$ cat src/logic/mafc_pkg.sv
// mafc_pkg: register map, field positions, reset values and frame byte positions
// assumes a byte-addressed 32-bit classic wishbone bus and a byte-wide receive stream
package mafc_pkg;

   // ---------------------------------------------------------------
   // register offsets (byte addresses)
   // ---------------------------------------------------------------
   localparam logic [7:0]      ADR_MATCH_ADDR2_LOW     = 8'h00;
   localparam logic [7:0]      ADR_MATCH_ADDR2_HIGH    = 8'h04;
   localparam logic [7:0]      ADR_MATCH_ADDR3_LOW     = 8'h08;
   localparam logic [7:0]      ADR_MATCH_ADDR3_HIGH    = 8'h0c;
   localparam logic [7:0]      ADR_MATCH_ADDR4_LOW     = 8'h10;
   localparam logic [7:0]      ADR_MATCH_ADDR4_HIGH    = 8'h14;
   localparam logic [7:0]      ADR_TYPE_FIELD_MATCH    = 8'h18;
   localparam logic [7:0]      ADR_PHY_INTERFACE_SEL   = 8'h1c;
   localparam logic [2:0][7:0] ADR_LOW_TABLE  = {ADR_MATCH_ADDR4_LOW, ADR_MATCH_ADDR3_LOW,
                                                 ADR_MATCH_ADDR2_LOW};
   localparam logic [2:0][7:0] ADR_HIGH_TABLE = {ADR_MATCH_ADDR4_HIGH, ADR_MATCH_ADDR3_HIGH,
                                                 ADR_MATCH_ADDR2_HIGH};

   // ---------------------------------------------------------------
   // fields and reset values
   // ---------------------------------------------------------------
   localparam int              NUM_MATCH         = 3;
   localparam int              HIGH_WIDTH        = 16;
   localparam int              TYPE_WIDTH        = 16;
   localparam int              USRIO_RMII_BIT    = 0;
   localparam int              USRIO_TRANSCEIVER_CLOCK_GATE_BIT   = 1;
   localparam int              GROUP_BIT         = 0;
   localparam logic [31:0]     RST_LOW           = 32'h0000_0000;
   localparam logic [15:0]     RST_HIGH          = 16'h0000;
   localparam logic [15:0]     RST_TYPE          = 16'h0000;
   localparam logic            RST_RMII          = 1'b0;
   localparam logic            RST_TRANSCEIVER_CLOCK_GATE         = 1'b0;

   // ---------------------------------------------------------------
   // receive byte positions (0 = first destination byte)
   // ---------------------------------------------------------------
   localparam logic [3:0]      BYTE_DEST_LAST    = 4'h5;
   localparam logic [3:0]      BYTE_TYPE_HI      = 4'hc;
   localparam logic [3:0]      BYTE_TYPE_LO      = 4'hd;

   typedef enum logic [1:0] {RX_IDLE, RX_DEST, RX_SKIP} mafc_rx_st_t;

endpackage : mafc_pkg

$ cat src/logic/mafc_match_unit.sv
// mafc_match_unit: compares one stored 48-bit address with the received destination
// assumes dest_i is stable in the cycle that en_i pulses
`timescale 1ns/10ps
module mafc_match_unit (
   // clock and reset
   input  wire logic        clk_i,
   input  wire logic        rst_i,
   // compare request
   input  wire logic        en_i,
   input  wire logic [47:0] dest_i,
   input  wire logic [31:0] low_i,
   input  wire logic [15:0] high_i,
   // result
   output logic             hit_o
);

   typedef struct packed {
      logic hit;
   } mafc_mu_state_t;

   mafc_mu_state_t s;
   mafc_mu_state_t next_s;

   always_comb begin
      next_s = s;
      // result held until the next destination completes
      if (en_i) begin
         next_s.hit = (dest_i == {high_i, low_i});
      end
   end

   always_ff @(posedge clk_i) begin
      if (rst_i) begin
         s <= '0;
      end else begin
         s <= next_s;
      end
   end

   assign hit_o = s.hit;

endmodule : mafc_match_unit

$ cat src/logic/mafc_top.sv
// mafc_top: specific-address and type match registers, phy interface select, compare logic
// assumes a classic wishbone master and a byte stream from the receive path on clk_i
`timescale 1ns/10ps
module mafc_top (
   // clock and reset
   input  wire logic        clk_i,
   input  wire logic        rst_i,
   // wishbone slave
   input  wire logic        wb_cyc_i,
   input  wire logic        wb_stb_i,
   input  wire logic        wb_we_i,
   input  wire logic [7:0]  wb_adr_i,
   input  wire logic [3:0]  wb_sel_i,
   input  wire logic [31:0] wb_dat_i,
   output logic [31:0]      wb_dat_o,
   output logic             wb_ack_o,
   // receive byte stream
   input  wire logic        rx_valid_i,
   input  wire logic        rx_sof_i,
   input  wire logic [7:0]  rx_byte_i,
   // match results
   output logic [2:0]       addr_hit_o,
   output logic             match_valid_o,
   output logic             dest_group_o,
   output logic [2:0]       entry_group_o,
   output logic             type_hit_o,
   output logic             type_valid_o,
   // phy side
   input  wire logic        xcvr_clk_i,
   output logic             xcvr_clk_o,
   output logic             rmii_mode_o
);

   // ---------------------------------------------------------------
   // state
   // ---------------------------------------------------------------
   typedef struct packed {
      logic [2:0][31:0]     low;
      logic [2:0][15:0]     high;
      logic [15:0]          type_val;
      logic                 rmii;
      logic                 clk_gate;
      logic                 ack;
      logic [31:0]          rdat;
      mafc_pkg::mafc_rx_st_t st;
      logic [3:0]           cnt;
      logic [47:0]          dest;
      logic [7:0]           type_msb;
      logic                 addr_done;
      logic                 hit_valid;
      logic                 group;
      logic                 type_done;
      logic                 type_hit;
   } mafc_state_t;

   mafc_state_t s;
   mafc_state_t next_s;
   logic        access;
   logic        wr;
   logic        rx_take;

   function automatic logic [31:0] mafc_merge(input logic [31:0] old_v,
                                              input logic [31:0] new_v,
                                              input logic [3:0]  sel);
      logic [31:0] r;
      r = old_v;
      for (int b = 0; b < 4; b++) begin
         if (sel[b]) begin
            r[8*b +: 8] = new_v[8*b +: 8];
         end
      end
      return r;
   endfunction : mafc_merge

   assign access  = wb_cyc_i && wb_stb_i && !s.ack;
   assign wr      = access && wb_we_i;
   // compare path frozen while the transceiver clock is gated off
   assign rx_take = s.clk_gate && rx_valid_i;

   // ---------------------------------------------------------------
   // next state
   // ---------------------------------------------------------------
   always_comb begin
      logic [31:0] tmp;
      tmp            = '0;
      next_s         = s;
      next_s.ack     = access;
      next_s.addr_done = 1'b0;
      next_s.hit_valid = s.addr_done;
      next_s.type_done = 1'b0;
      if (access) begin
         next_s.rdat = '0;
      end
      for (int i = 0; i < mafc_pkg::NUM_MATCH; i++) begin
         if (access && wb_adr_i == mafc_pkg::ADR_LOW_TABLE[i]) begin
            next_s.rdat = s.low[i];
            if (wr) begin
               next_s.low[i] = mafc_merge(s.low[i], wb_dat_i, wb_sel_i);
            end
         end
         if (access && wb_adr_i == mafc_pkg::ADR_HIGH_TABLE[i]) begin
            next_s.rdat = {16'h0000, s.high[i]};
            if (wr) begin
               tmp            = mafc_merge({16'h0000, s.high[i]}, wb_dat_i, wb_sel_i);
               next_s.high[i] = tmp[15:0];
            end
         end
      end
      if (access && wb_adr_i == mafc_pkg::ADR_TYPE_FIELD_MATCH) begin
         next_s.rdat = {16'h0000, s.type_val};
         if (wr) begin
            tmp             = mafc_merge({16'h0000, s.type_val}, wb_dat_i, wb_sel_i);
            next_s.type_val = tmp[15:0];
         end
      end
      if (access && wb_adr_i == mafc_pkg::ADR_PHY_INTERFACE_SEL) begin
         next_s.rdat = {30'h0, s.clk_gate, s.rmii};
         if (wr && wb_sel_i[0]) begin
            next_s.rmii     = wb_dat_i[mafc_pkg::USRIO_RMII_BIT];
            next_s.clk_gate = wb_dat_i[mafc_pkg::USRIO_TRANSCEIVER_CLOCK_GATE_BIT];
         end
      end
      // receive side: destination bytes in arrival order, then type field
      if (!s.clk_gate) begin
         next_s.st = mafc_pkg::RX_IDLE;
      end else if (rx_take && rx_sof_i) begin
         next_s.dest      = {40'h0, rx_byte_i};
         next_s.cnt       = 4'h1;
         next_s.st        = mafc_pkg::RX_DEST;
      end else if (rx_take) begin
         next_s.cnt = 4'(s.cnt + 4'h1);
         case (s.st)
            mafc_pkg::RX_DEST: begin
               next_s.dest[8*s.cnt +: 8] = rx_byte_i;
               if (s.cnt == mafc_pkg::BYTE_DEST_LAST) begin
                  next_s.addr_done = 1'b1;
                  next_s.group     = s.dest[mafc_pkg::GROUP_BIT];
                  next_s.st        = mafc_pkg::RX_SKIP;
               end
            end
            mafc_pkg::RX_SKIP: begin
               if (s.cnt == mafc_pkg::BYTE_TYPE_HI) begin
                  next_s.type_msb = rx_byte_i;
               end
               if (s.cnt == mafc_pkg::BYTE_TYPE_LO) begin
                  next_s.type_done = 1'b1;
                  next_s.type_hit  = ({s.type_msb, rx_byte_i} == s.type_val);
                  next_s.st        = mafc_pkg::RX_IDLE;
               end
            end
            default: begin
               next_s.cnt = s.cnt;
            end
         endcase
      end
   end

   always_ff @(posedge clk_i) begin
      if (rst_i) begin
         s          <= '0;
         s.low      <= {3{mafc_pkg::RST_LOW}};
         s.high     <= {3{mafc_pkg::RST_HIGH}};
         s.type_val <= mafc_pkg::RST_TYPE;
         s.rmii     <= mafc_pkg::RST_RMII;
         s.clk_gate <= mafc_pkg::RST_TRANSCEIVER_CLOCK_GATE;
         s.st       <= mafc_pkg::RX_IDLE;
      end else begin
         s <= next_s;
      end
   end

   // ---------------------------------------------------------------
   // per-entry comparators
   // ---------------------------------------------------------------
   for (genvar g = 0; g < mafc_pkg::NUM_MATCH; g++) begin : g_match
      mafc_match_unit u_match (
         .clk_i  (clk_i),
         .rst_i  (rst_i),
         .en_i   (s.addr_done),
         .dest_i (s.dest),
         .low_i  (s.low[g]),
         .high_i (s.high[g]),
         .hit_o  (addr_hit_o[g])
      );
      assign entry_group_o[g] = s.low[g][mafc_pkg::GROUP_BIT];
   end

   // ---------------------------------------------------------------
   // outputs
   // ---------------------------------------------------------------
   assign wb_dat_o      = s.rdat;
   assign wb_ack_o      = s.ack;
   assign match_valid_o = s.hit_valid;
   assign dest_group_o  = s.group;
   assign type_hit_o    = s.type_hit;
   assign type_valid_o  = s.type_done;
   assign rmii_mode_o   = s.rmii;
   // plain and gate: software should toggle the gate only while the phy clock is low
   assign xcvr_clk_o    = xcvr_clk_i & s.clk_gate;

   // full 48-bit compare, no masking: a partly written entry stays active and can hit on its current value
   for (genvar h = 0; h < mafc_pkg::NUM_MATCH; h++) begin : g_hit_chk

   end
endmodule : mafc_top

$ cat config.mk
export PLATFORM = sky130hd
export DESIGN_NAME = mafc_top
export DESIGN_NICKNAME = d
export VERILOG_FILES = /design/src/logic/mafc_pkg.sv /design/src/logic/mafc_match_unit.sv /design/src/logic/mafc_top.sv
export SDC_FILE = /design/constraint.sdc
export NUM_CORES = 1
export LEC_CHECK = 0
export ABC_AREA = 1
export BUFFER_PORTS_ARGS = -buffer_cell sky130_fd_sc_hd__buf_2
export CORE_UTILIZATION = 45
export CTS_CLUSTER_DIAMETER = 100
export DETAILED_ROUTE_END_ITERATION = 16
export PLACE_DENSITY = 0.68
export SYNTH_ARGS = -nofsm -noshare
export SYNTH_HDL_FRONTEND = slang
export SYNTH_HIERARCHICAL = 1
export SYNTH_SLANG_ARGS = --single-unit
$ cat constraint.sdc
create_clock -name clk_i -period 2.2 [get_ports clk_i]
set_input_delay 0.11 -clock clk_i [delete_from_list [all_inputs] [get_ports clk_i]]
set_output_delay 0.11 -clock clk_i [all_outputs]
set_load 0.01 [all_outputs]
After elaboration in Yosys (flattened, before gate mapping)
Index checks and enable logic that the tools add are counted.

Register bits after elaboration: 265. RAM bits: 0. Bits in latches: 0. Input port bits: 60. Memories: 0. Word-level logic and storage cells: 150. ROM bits: 0. Output and inout port bits: 45.

Div/mod/pow operators: 0. $add $sub $neg: 2. Bitwise operators: 6. Equal/unequal tests: 20. Order comparisons: 0. Reductions and logical operators: 59. Mux-type cells: 22. Multipliers: 0. Shift-type cells: 2.

Operator list (number): $mux W32 (6); $eq A48 B48 Y1 (3); $reduce_and A3 Y1 (22); $mux W62 (1); $mux W53 (1); $bwmux W48 (1); $mux W48 (1); $shift A8 B34 Y48 const A (1); $shiftx A8 B34 Y48 (1); $neg A7 Y34 (1); $eq A8 B5 Y1 const B (4); $mux W16 (2); $eq A16 B16 Y1 (1); $eq A8 B4 Y1 const B (2); $mux W8 (2); $reduce_and A5 Y1 (3); $logic_and A1 B1 Y1 (14); $reduce_or A5 Y1 (2); $reduce_bool A9 Y1 (1); $eq A4 B4 Y1 const B (2); $eq A8 B3 Y1 const B (1); $logic_not A8 Y1 (1); $mux W2 (4); $reduce_and A4 Y1 (2); other kinds (20) (32).

Longest topological paths before layout
Gate-level depths: netlist of the first run.

Depth in word-level cells: 11. Mapped depth: 16.

Cells and area by module
Netlist of the first run, hierarchy kept.

By module, submodules not included: mafc_top (area each 11808.8 sq um, instances 1, cells each 1631); mafc_match_unit (area each 944.7 sq um, instances 3, cells each 231).

Worst setup path before layout of the first run
No wires, ideal clock.

Path type: reg-to-reg. Start point: reg s[61] (netlist bit). End point: reg s[37] (netlist bit). Library setup time: 0.132 ns. Required time: 2.068 ns. Stages on the path, launching flop included: 14. Data arrival time: 2.012 ns. Setup slack: 0.057 ns. Cells stage by stage: dfxtp_1 -> buf_6 -> clkinv_2 -> clkbuf_1 -> ha_1 -> inv_1 -> nand2_1 -> nand2_1 -> nor2_4 -> nand2_2 -> o21ai_4 -> inv_2 -> a31oi_1 -> nor3_1.

Word-level cells in the longest chain between the ends: 6. Elaborated cells on any way between the ends: 7. Classes of those cells: 1 x add/sub; 2 x shift; 4 x mux.

Ends and longest elaborated chain: start: declaration (RTL line mafc_top.sv:56) `mafc_state_t s;`; start signal: assignment (RTL line mafc_top.sv:168) `s <= next_s;`; $neg A7 Y34 * (RTL line mafc_top.sv:134) `next_s.dest[8*s.cnt +: 8] = rx_byte_i;`; $shiftx A8 B34 Y48 / $shift A8 B34 Y48 (equally long branches) (RTL line mafc_top.sv:134); $bwmux W48 * (RTL line mafc_top.sv:134); $mux W48 * (RTL line mafc_top.sv:132) `case (s.st)`; $mux W62 * (RTL line mafc_top.sv:130) `end else if (rx_take) begin`; $mux W53 * (RTL line mafc_top.sv:126) `end else if (rx_take && rx_sof_i) begin`.

Mark *: on every way between the ends. The rest lies on a longest branch, timed or not. The select of a mux whose other input is x is not followed. A chain may end at the register's enable or synchronous reset.

Final worst setup path of the first run
Start point: reg s[62] (netlist bit). End point: reg s[39] (netlist bit).

The elaborated chain is that of the path after synthesis.

==> results.txt, run 1 <==
Traced cell by cell, the critical path runs through inv_1 > nand3_1 > inv_1 > ha_1 > inv_1 > nor2_4 > nand2_2 > o21ai_4 > buf_4 > nor2_1 > nor3_1. The core outline area came out at 31800 µm². The length of the first detailed-routing pass in iterations came out at 7. The insertion delay to the later sink of the worst-skew pair came out at ~0.55 ns. The share of the clock period used by the worst path came out at 0.915.

STA classifies the critical path endpoint as a flip-flop. The antenna diode count came out at 0. The worst hold path stage count is 5. The final wirelength is 51700 µm. The net count of the finished layout is 2506.

Counting every instance in the synthesized netlist gives about 2300. The number of placed I/O pins came out at about 110. Summing all flip-flop and latch instances after layout gives 5310 µm². The placer congestion estimate came out at 0.982. Static timing analysis puts the maximum clock frequency at between 0.4 and 0.5 GHz. The proportion of layout cells with a drive suffix above 1 came out at 0.113. The total net switching power is 0.00228 W.

The cell area that synthesis handed to floorplanning was approximately 15000 µm². Data on the critical path is required at its endpoint by roughly 2.7 ns. The cell repeated most along the worst path is sky130_fd_sc_hd__inv_1. The final cell utilization of the core is 0.529. The CTS buffer count is 28. The sequential fraction of design power is 0.468. In the post-synthesis netlist, the biggest area contributors are sky130_fd_sc_hd__dfxtp_1 (36%), sky130_fd_sc_hd__nand2_1 (14%), sky130_fd_sc_hd__nor2_1 (13%). The total leakage power is between 7 and 8 nW. From synthesis to final layout, the design area changed by 14.9%. The number of pins with negative max-slew slack in the final report came out at 0.

The maximum number of pins on one net before global-route repair is about 120. The count of distinct cell types in the synthesized netlist came out at 44. The detail-routed via count per cell is approximately 5.2. Across the VDD grid, the largest voltage drop is between 0.5 and 0.6 mV. The post-placement cell area came out at 15400 µm². The number of hold violations in the final report was 0. The post-layout instance area came out at about 17000 µm². The via count of the first global-routing pass is 13500.

The initial antenna violation count was 0. Each instance of the synthesized netlist takes up on average 6.30 µm². The floorplan step defined a die boundary enclosing between 30000 and 40000 µm². For this run, the slowest stage of the critical path takes just under 0.4 ns. Data on the critical path arrives at its endpoint at 2.47 ns.

The detailed-route wire length per cell is 17.9 µm. Clock-pin slew was measured on the worst setup and hold paths at around 0.060 ns. The number of synthesis warnings came out at 6.

The type of the worst setup path is flip-flop to flip-flop. The library cell contributing the largest single delay on the critical path is sky130_fd_sc_hd__dfxtp_1. Of the post-synthesis cell area, the dominant cell type holds 0.362. Row generation in the floorplan step produced 65 rows.

TritonCTS built the clock tree. The maximum buffer depth of the clock tree came out at 3. The first routing iteration left 1413 violations. The total via count after detailed routing came out at 15000. The length in cells of the worst reg-to-reg path is 11. For this run, the total global-route usage over all layers was measured as 0.309.

Summed over all instances, the cell type with the most area after synthesis is sky130_fd_sc_hd__dfxtp_1. The kind of path behind the tightest hold check is input port to flip-flop. The design draws 0.0103 W. The die is 182 µm wide.

The post-route DRC violation count came out at 0. The run finished with clean final reports. The net count after synthesis is 2393. The initial core utilization is 0.460.

The power per unit of standard cell area came out at 612 nW/µm². The count of clock tree sinks came out at 265. The number of H-tree branching levels is 1.

Max-cap violations in this run came to 0. The worst clock skew came out at approximately 0.0098 ns. Summing all multi-input logic gate instances after layout gives 7520 µm².

The switching power share of the total is 0.221. The number of filler cells placed in the layout came out at 3207. The final HPWL from detailed placement came out at 39300 µm. The maximum fanout along the worst path came out at 6.

The total of endpoints with negative setup slack in the final report came out at 0. Setup repair after global routing left no endpoint under its margin. The proportion of power drawn by the clock network is 0.487.

The sequential area share after synthesis came out at 0.362. The transition at the pin with the smallest max-transition slack came out at around 0.65 ns. The internal power came out at roughly 0.008 W. The first global-routing pass estimated 78300 µm of wire. In this run the vertical extent of the chip is around 180 µm.

Counting flops and latches in the post-synthesis netlist gives 265. Counting I/O delays and the setup requirement, the final critical path takes roughly 2.0 ns. The count of buffers from port buffering is 104. The number of routed nets with antenna violations is 0.

CTS placed an instance of sky130_fd_sc_hd__clkbuf_16 at the clock tree root. The final global-route overflow total came out at 0. Setup total negative slack on the finished layout was measured at 0 ns. The remaining max-slew budget at the tightest pin came out at 0.562. The combinational fraction of design power came out at 0.044. The startpoint class of the critical path is a flip-flop.
==> critical path, delay by kind of cell (launching register included) <==
family | cells | cell delay [ns]
simple gates | 5 | 0.62
compound gates | 1 | 0.20
buf+inv | 4 | 0.44
fa+ha+maj | 1 | 0.29
flops | 1 | 0.39
==> per-stage QoR <==
step,hold WS [ns],setup slack (ns),std cells
2_1_floorplan,0.172,0.0567,2324
3_3_place_gp,0.377,0.251,2796
3_5_place_dp,0.379,0.132,2796
4_1_cts,0.0534,0.119,2889
5_1_grt,0.0885,0.00687,2892
6_report,0.0552,0.186,2892
==> layout make-up <==
type | instances | area share
Tap cell | 435 | 0.0323
Sequential cell | 265 | 0.315
Inverter | 334 | 0.0753
Multi-Input combinational cell | 1628 | 0.447
Timing Repair inverter | 1 | 0.000446
Clock inverter | 7 | 0.00825
Timing Repair Buffer | 179 | 0.0723
Clock buffer | 43 | 0.0492
==> cells in the final DEF, fill, tap and decap left out, drive strengths merged, types with 15 or more instances in the layout <==
cell type      n
nand2        549
o22ai         16
nor2         537
dlygate4sd3   43
xnor2         24
dfxtp        265
nand3         62
a21oi        103
buf          136
nor3          33
o21ai        224
clkbuf        43
a31oi         17
nand4         20
inv          331
xor2          15
==> power groups by stage <==
stage               combinational [W]  sequential (W)  clock [W]
global placement             0.000388         0.00493          0
global route                 0.000486         0.00482    0.00529
CTS                          0.000449         0.00483    0.00509
detailed placement           0.000389         0.00493          0
finish                       0.000456         0.00483    0.00502
floorplan                    0.000209         0.00493          0
==> state kept, by name, summed over array words and instances (netlist names) <==
signal / count
match_valid_o: 1
wb_dat_o: 32
s: 220
g_match.u_match/hit_o: 3
type_valid_o: 1
next_s: 1
dest_group_o: 1
wb_ack_o: 1
rmii_mode_o: 1
entry_group_o: 3
type_hit_o: 1
==> what timing repair did <==
action	4_1_cts	5_1_grt
hold buffers	43	0
resized for setup	0	8
setup endpoints to repair	0	26
buffers inserted	0	2
hold endpoints to repair	179	0
==> kinds of logic after synthesis <==
family / count (synthesis) / synth area share
buffers and inverters: 431 / 0.125
AND/OR/NAND/NOR: 1207 / 0.347
flip-flops: 265 / 0.362
AO/OA/AOI/OAI: 373 / 0.135
adder cells (fa/ha/maj): 9 / 0.00769
XOR/XNOR: 39 / 0.0233
==> cells in the mapped netlist (all sizes together) <==
library cell,instances
clkinv,3
a31oi,17
o221ai,1
o211ai,9
dfxtp,265
a211oi,1
buf,61
inv,331
a21boi,1
xor2,15
o21ai,224
nor3,33
clkbuf,36
nand2,549
a21oi,103
nand3,62
nor4,3
o22ai,16
a32o,1
or2,3
ha,9
nor2,537
xnor2,24
nand4,20
==> routing by layer <==
metal	vias to the layer above	GRT usage	part of all wire
met5	-	0	0
met4	0	0.106	0.034
met3	79	0.0381	0.075
met2	598	0.497	0.44
met1	6857	0.425	0.45
li1	7419	-	-
==> worst paths after layout <==
path	start	to	slack [ns]
worst max-delay path	s[62]	s[39]	0.19
worst min-delay path	rx_valid_i	type_valid_o	0.06
worst max register to register	s[62]	s[39]	0.19
worst min register to register	dest_group_o	dest_group_o	0.44
Power figures use the tool's default switching activity.
==> inputs of run 2 (changes only) <==
--- a/config.mk
+++ b/config.mk
@@ -10,7 +10,7 @@
 export CORE_UTILIZATION = 45
 export CTS_CLUSTER_DIAMETER = 100
 export DETAILED_ROUTE_END_ITERATION = 16
-export PLACE_DENSITY = 0.68
+export PLACE_DENSITY = 0.65
 export SYNTH_ARGS = -nofsm -noshare
 export SYNTH_HDL_FRONTEND = slang
 export SYNTH_HIERARCHICAL = 1
==> constraint.sdc (replaced) <==
create_clock -name clk_i -period 2.41 [get_ports clk_i]
set_input_delay 0.1205 -clock clk_i [delete_from_list [all_inputs] [get_ports clk_i]]
set_output_delay 0.1205 -clock clk_i [all_outputs]
set_load 0.01 [all_outputs]
==> run 2 against run 1 <==
- critical path depth is the same
- maximum frequency is 5.0% lower
- die area unchanged
- sequential share of layout area is 0.054 points lower
- design area increased by 0.17%
- setup slack better by 0.10 ns
- via count down 2.1%
- clock skew is 0.016 ns higher
- hold slack is essentially flat
- register-to-register slack better by 0.10 ns
- largest cell class unchanged
==> results.txt, run 2 (synthesis results as in run 1) <==
The initial core utilization came out at 0.460. The core outline area is 31800 µm². Among cell families on the critical path, the largest total delay comes from compound AO/OA/AOI/OAI gates.

In the final timing run, aggregate negative setup slack is 0 ns. The final wirelength is 51300 µm. The detailed-route wire length per cell is 17.8 µm. The max capacitance violation total came out at 0.

The root buffer cell chosen for the clock tree is sky130_fd_sc_hd__clkbuf_16. The largest incremental delay on the critical path is ~0.43 ns. The transition at the pin with the smallest max-transition slack is 0.713 ns. The most common cell after layout, fill and taps aside is sky130_fd_sc_hd__nand2_1. The number of placement rows came out at 65. In this run the worst hold path is classified as input port to flip-flop.

At the end of the flow the core is filled with cells to 0.530. The final net count is 2496. The share of the clock period used by the worst path came out at 0.880. The library cell contributing the largest single delay on the critical path is sky130_fd_sc_hd__dfxtp_1. Leaving out fill and tap cells, the most frequent cells in the layout are sky130_fd_sc_hd__nand2_1 (537), sky130_fd_sc_hd__nor2_1 (506), sky130_fd_sc_hd__inv_1 (298), sky130_fd_sc_hd__dfxtp_1 (265), sky130_fd_sc_hd__o21ai_0 (213). The CTS buffer count came out at 30. The placer congestion estimate is 0.996.

The number of hold violations in the final report came out at 0. The post-CTS setup-driven buffer insertion count is 0. The count of buffer and inverter cells on the critical path came out at 4. The global-route wire length before repair came out at 77700 µm. The length of the first detailed-routing pass in iterations is 5. The floorplan die area is 33300 µm².

STA classifies the critical path startpoint as a flip-flop. STA classifies the critical path endpoint as a flip-flop. The via count of the first global-routing pass came out at 13400.

The count of buffers from port buffering is 104. The number of pins with negative max-slew slack in the final report came out at 0. The number of hold buffers added after cts came out at 43. The post-placement cell area is 15300 µm². With fillers left out, the area of the finished cells amounts to 16900 µm². The power per unit of standard cell area is 587 nW/µm². The insertion delay to the later sink of the worst-skew pair is 0.57 ns. The cell repeated most along the worst path is sky130_fd_sc_hd__inv_1.

The total leakage power is 7.42 nW. STA puts the critical path data required time at 2.82 ns. The detail-routed via count per cell came out at 5.07. The final global-route overflow total is 0.

The number of placed I/O pins came out at 105. Once detailed placement completed, the half-perimeter wirelength came to 39400 µm. The number of flip-flops under the largest register name came out at 220. VDD sags by at most about 0.48 mV.

In this run the number of H-tree levels came out at 1. STA puts the critical path data arrival time at 2.54 ns. On the final layout, the worst clock skew is 0.0259 ns. The initial antenna violation count is 0. The worst setup path is of the flip-flop to flip-flop kind. The final critical-path setup slack is between 0.2 and 0.3 ns.

The time the final worst path needs with I/O delays and setup came out at roughly 2.1 ns. The maximum fanout along the worst path came out at 10. Setup repair after global routing left no endpoint under its margin. The register with the most flip-flops in the final layout is s. The maximum buffer depth of the clock tree came out at 3. The top achievable clock speed is 0.471 GHz. The vertical extent of the die is between 150 and 200 µm. Fill cells in the final layout number 3239.

The flow ran to the end, and the final reports show no timing, DRC or antenna violations. The number of antenna diodes in the final layout is 0. The total track usage came out at 0.308. The proportion of layout cells with a drive suffix above 1 is 0.112. The clock drives around 270 sinks.

The growth of design area from synthesis to finish came out at 15.1%. The first-iteration detailed-routing DRC count is 1163. OpenSTA, run right after detailed placement, puts the worst setup slack at around 0.31 ns.

TritonCTS built the clock tree. The remaining max-slew budget at the tightest pin came out at 0.521. Measured along the x axis, the die boundary spans 182 µm.

The total of endpoints with negative setup slack in the final report came out at 0. Entering global routing, the biggest net connects 92 pins. After clock tree synthesis, the clock-pin slew on the worst setup and hold paths is 0.06 ns. Walking the worst path, the cells encountered are inv_1 > nand3_1 > inv_1 > ha_1 > inv_1 > nor2_4 > nand2_2 > o21ai_4 > inv_2 > a31oi_1 > nor3_1. The number of gates resized after CTS was 0. The post-route DRC violation count is 0.

The total via count after detailed routing is roughly 15000. In this run the remaining antenna-violating nets after routing total 0.
[run 2: area by class of cell]
class / instances / area (µm²) / area share
clock buffer: 42 / 927 / 0.0550
tap: 435 / 544 / 0.0323
sequential: 265 / 5310 / 0.315
multi-input combinational: 1628 / 7500 / 0.445
timing repair buffer: 168 / 1120 / 0.0665
inverter: 334 / 1270 / 0.0752
clock inverter: 14 / 190 / 0.0113
[run 2: where the power goes]
part           switching, W  internal (W)
Combinational      0.000264      0.000141
Sequential       0.00000753       0.00440
Clock               0.00197       0.00311
[run 2: worst reg2reg max path, delay by kind of cell, from the launching register on]
| kind | cells | cell delay (ns) |
|---|---|---|
| AOI/OAI and AO/OA | 2 | 0.44 |
| and+or+nand+nor | 4 | 0.44 |
| DFF | 1 | 0.43 |
| buffers and inverters | 4 | 0.40 |
| adders and majority gates | 1 | 0.29 |
[run 2: final timing paths]
path	depth (start not counted)	slack, ns	from	end
worst max-delay path	11	0.29	s[62]	s[39]
worst min-delay path	4	0.05	rst_i	s[109]
worst max register to register	11	0.29	s[62]	s[39]
worst min register to register	2	0.45	dest_group_o	dest_group_o
[run 2: routing by layer]
| metal | vias to the layer above | wire length [µm] | global-route usage | share of wire |
|---|---|---|---|---|
| met5 | - | 0 | 0 | 0 |
| met4 | 0 | 2050 | 0.126 | 0.040 |
| met3 | 90 | 4380 | 0.0487 | 0.085 |
| met2 | 570 | 22100 | 0.483 | 0.43 |
| met1 | 6576 | 22700 | 0.421 | 0.44 |
| li1 | 7398 | - | - | - |
[run 2: through the flow]
| step | hold slack [ns] | cells | power [W] |
|---|---|---|---|
| after floorplan | 0.183 | 2324 | 0.00469 |
| after global placement | 0.381 | 2787 | 0.00485 |
| after detailed placement | 0.387 | 2787 | 0.00485 |
| after CTS | 0.0219 | 2886 | 0.00995 |
| after global routing | 0.0645 | 2886 | 0.0102 |
| final | 0.0548 | 2886 | 0.00989 |
==> inputs of run 3 (changes only) <==
--- a/config.mk
+++ b/config.mk
@@ -5,13 +5,11 @@
 export SDC_FILE = /design/constraint.sdc
 export NUM_CORES = 1
 export LEC_CHECK = 0
-export ABC_AREA = 1
 export BUFFER_PORTS_ARGS = -buffer_cell sky130_fd_sc_hd__buf_2
 export CORE_UTILIZATION = 45
 export CTS_CLUSTER_DIAMETER = 100
 export DETAILED_ROUTE_END_ITERATION = 16
-export PLACE_DENSITY = 0.65
+export PLACE_DENSITY = 0.66
 export SYNTH_ARGS = -nofsm -noshare
 export SYNTH_HDL_FRONTEND = slang
-export SYNTH_HIERARCHICAL = 1
 export SYNTH_SLANG_ARGS = --single-unit
==> run 3 against run 2 <==
- power down 5.9%
- global-route usage up 1.4 points
- wire length down 4.3%
- final cell count down 26%
- synthesized area down 9.8%
- maximum frequency down 8.5%
- flip-flop and latch count unchanged
- largest power group unchanged
- highest routed layer unchanged
==> results.txt, run 3 <==
Across every metal layer, demand over resource in global routing totals 0.322. Setup repair after global routing left no endpoint under its margin. Relative to the synthesized area, the layout overhead comes to 16.8%. The worst hold path begins at rx_sof_i. The count of clock tree sinks came out at 265.

The type of the worst setup path is flip-flop to flip-flop. The worst setup path is captured at a flip-flop. The total net switching power came out at 0.00221 W. The worst endpoint required time is between 2 and 3 ns.

The number of standard cells in the final layout excluding fillers came out at 2150. The most used standard cell by instance count after synthesis is sky130_fd_sc_hd__nand2_1. The worst-case IR drop observed on VDD is 0.487 mV. After technology mapping, the gate count stands at approximately 1600. After floorplanning, the core was sized to cover about 29000 µm². The post-CTS setup-driven buffer insertion count came out at 0. STA classifies the critical path startpoint as a flip-flop. For the finished layout, the period the worst path requires is 2.32 ns. The width of the die is 173 µm. The mean cell area of the mapped netlist is 8.07 µm².

In the routed layout, each cell is associated on average with a via count of 5.97. The global-route wire length before repair is between 70000 and 80000 µm. The commonest cells after synthesis are sky130_fd_sc_hd__nand2_1 (385), sky130_fd_sc_hd__dfxtp_1 (265), sky130_fd_sc_hd__a21oi_1 (219), sky130_fd_sc_hd__xnor2_1 (87), sky130_fd_sc_hd__clkbuf_1 (70). CTS built an H-tree with a depth of 1. After synthesis, the cell types taking the most area are sky130_fd_sc_hd__dfxtp_1 (40%), sky130_fd_sc_hd__nand2_1 (11%), sky130_fd_sc_hd__a21oi_1 (8.3%). The number of hold violations in the final report was 0. The number of placed I/O pins came out at ~110.

sky130_fd_sc_hd__dfxtp_1 takes more of the synthesized area than any other cell. The post-route DRC violation count came out at 0. The first TritonRoute pass finished after 6 iterations.

After the last flow step, the layout net total stands at 1814. The internal power came out at 0.00710 W. The cell area after synthesis is 13200 µm². The maximum number of pins on one net before global-route repair came out at between 70 and 80. The total of endpoints with negative setup slack in the final report is 0.

The initial core utilization came out at 0.459. After legalization and detailed placement, the total HPWL measured 36900 µm. The aggregate negative setup slack came out at 0 ns.

The die covers 30000 µm². STA puts the critical path data arrival time at 2.76 ns. After filler insertion, the fill cell instance count of the layout stands at roughly 2700. The worst register-to-register path begins at s[62].

The switching power share of the total came out at 0.238. The total leakage power is between 5 and 6 nW. The initial antenna violation count came out at 0. The count of distinct cell types in the synthesized netlist came out at 68. The count of buffers from port buffering is around 100. Clock tree synthesis selected as its root buffer the cell sky130_fd_sc_hd__clkbuf_16.

The number of pins with negative max-slew slack in the final report is 0. The sequential fraction of design power is 0.471. The top cell types in the final layout, fill and taps aside, are sky130_fd_sc_hd__nand2_1 (385), sky130_fd_sc_hd__dfxtp_1 (263), sky130_fd_sc_hd__a21oi_1 (219), sky130_fd_sc_hd__buf_2 (103), sky130_fd_sc_hd__xnor2_1 (87).

The share of synthesized area in the top cell type comes to 0.402. The post-placement cell count is 2056. The number of synthesis warnings came out at 0.

Of the total power, the clock network draws 0.480. Of the synthesized area, sequential elements account for 0.402. Of the total power, combinational logic draws 0.049. The final cell utilization of the core came out at 0.536.

In this run, synthesis produced a sequential element count of 265. The final global-route overflow total came out at 0. The transition at the pin with the smallest max-transition slack came out at around 0.85 ns. The slack of the worst reg-to-reg path came out at 0.09 ns. The register with the most flip-flops in the final layout is s. TritonCTS built the clock tree. The via count of the first global-routing pass came to 12000.

The remaining max-slew budget at the tightest pin came out at 0.431. The flow ran to the end, and the final reports show no timing, DRC or antenna violations. The maximum fanout along the worst path is 7.

The later pin in the worst-skew pair is clocked with a latency of about 0.56 ns. The multi-input combinational cells in the finished layout cover a total of between 7000 and 8000 µm². The share of flip-flops with an asynchronous set or reset after synthesis came out at 0. Leaving out fill and tap cells, the most frequent cell in the layout is sky130_fd_sc_hd__nand2_1. The clock arrives with 0.00944 ns of skew. The final wirelength is 49100 µm. The net count after synthesis is 1706.

The number of enable flip-flop cells after synthesis came out at 0. The initialized floorplan defines 62 standard-cell rows. After clock tree synthesis, the clock-pin slew on the worst setup and hold paths is 0.06 ns. The repair_antennas step left the layout with diodes totalling 0. The share of the clock period used by the worst path came out at 0.962. The worst hold path stage count came out at 3. In the final layout, the share of cells above drive strength 1 is 0.146. The final hold slack is 0.0310 ns. The top achievable clock speed is 0.431 GHz. The first-iteration detailed-routing DRC count is 1578. The vertical extent of the die came out at about 170 µm. The length in cells of the worst reg-to-reg path came out at 7. For this run, the leading register cell type out of synthesis is sky130_fd_sc_hd__dfxtp_1. The number of routed nets with antenna violations is 0.

The worst reg2reg path endpoint is s[48]. The number of flip-flops under the largest register name came out at 220. Max-cap violations in this run came to 0.

Tracing the worst setup path back leads to its startpoint at s[62]. The detailed-route wire length per cell came out at roughly 23 µm. The kind of path behind the tightest hold check is input port to flip-flop.

The CTS buffer count came out at 29. The endpoint with the worst hold slack is s[65]. The final route contains 12800 vias. The placer congestion estimate came out at approximately 1.0. The power per unit of standard cell area is approximately 600 nW/µm². Across the whole layout, storage elements account for between 5000 and 6000 µm². In this run the deepest clock path goes through 3 buffers.
run 3: cell count changes after synthesis, moves of 20 or more:
cell	before	now
sky130_fd_sc_hd__nand2_1	537	385
sky130_fd_sc_hd__nand3_1	57	31
sky130_fd_sc_hd__xor2_1	15	54
sky130_fd_sc_hd__xnor2_1	24	87
sky130_fd_sc_hd__inv_1	299	29
sky130_fd_sc_hd__a21oi_1	100	219
sky130_fd_sc_hd__clkbuf_1	36	70
sky130_fd_sc_hd__nor2_1	506	64
sky130_fd_sc_hd__nor4_1	2	22
sky130_fd_sc_hd__o21ai_0	213	30
sky130_fd_sc_hd__inv_2	28	0
sky130_fd_sc_hd__mux2i_1	0	29
sky130_fd_sc_hd__a22oi_1	0	61
run 3: cell type report:
class	count	share of cell area
Multi-Input combinational cell	1210	0.462
Timing Repair Buffer	209	0.0937
Inverter	30	0.00738
Clock inverter	14	0.00900
Sequential cell	265	0.344
Tap cell	384	0.0311
Clock buffer	38	0.0525
run 3: critical path, stage by stage, from the launching register on:
cell                      delay, ns
sky130_fd_sc_hd__dfxtp_1       0.34
sky130_fd_sc_hd__inv_1         0.14
sky130_fd_sc_hd__ha_2          0.25
sky130_fd_sc_hd__or3b_4        0.41
sky130_fd_sc_hd__o31ai_4       0.21
sky130_fd_sc_hd__o41ai_4       0.16
sky130_fd_sc_hd__o311a_1       0.48
sky130_fd_sc_hd__a22o_1        0.22
run 3: worst max path at each step:
stage / slack [ns] / depth (start not counted) / endpoint
floorplan: 0.05 / 7 / s[45]
global placement: 0.15 / 6 / s[13]
detailed placement: 0.08 / 7 / s[47]
CTS: 0.07 / 7 / s[48]
global route: 0.008 / 7 / s[47]
finish: 0.09 / 7 / s[48]
run 3: cell families (layout without fill, tap and decap cells):
kind of cell,after synthesis,after routing,share of synthesized area
buffers and inverters,162,291,0.0602
muxes,35,35,0.0314
AOI/OAI and AO/OA,393,393,0.182
and+or+nand+nor,631,631,0.221
adders and majority gates,9,9,0.00853
xor gates and xnor gates,142,142,0.0948
DFF,265,265,0.402
run 3: per-stage QoR:
stage / setup slack, ns / area [µm²] / power, W
global placement: 0.147 / 14000 / 0.00487
global route: 0.00836 / 15400 / 0.00955
finish: 0.0922 / 15400 / 0.00931
CTS: 0.0680 / 15400 / 0.00932
detailed placement: 0.0803 / 14000 / 0.00487
floorplan: 0.0526 / 13200 / 0.00468
run 3: timing repair:
action                                 in CTS  in global routing
hold buffers                               42                  0
resized for setup                           0                  3
setup endpoints to repair                   0                 18
endpoints found under the hold margin     206                  0
run 3: routing by layer:
| metal | vias to the layer above | track usage | part of all wire |
|---|---|---|---|
| met4 | 0 | 0.139 | 0.049 |
| met1 | 6145 | 0.444 | 0.42 |
| met5 | - | 0 | 0 |
| li1 | 5841 | - | - |
| met3 | 144 | 0.0546 | 0.097 |
| met2 | 699 | 0.493 | 0.44 |
run 3: power by group through the flow:
stage	registers (W)	clock network (W)	logic, W
3_5_place_dp	0.00448	0	0.000393
6_report	0.00438	0.00447	0.000458
3_3_place_gp	0.00448	0	0.000391
2_1_floorplan	0.00448	0	0.000196
5_1_grt	0.00438	0.00469	0.000478
4_1_cts	0.00438	0.00449	0.000446
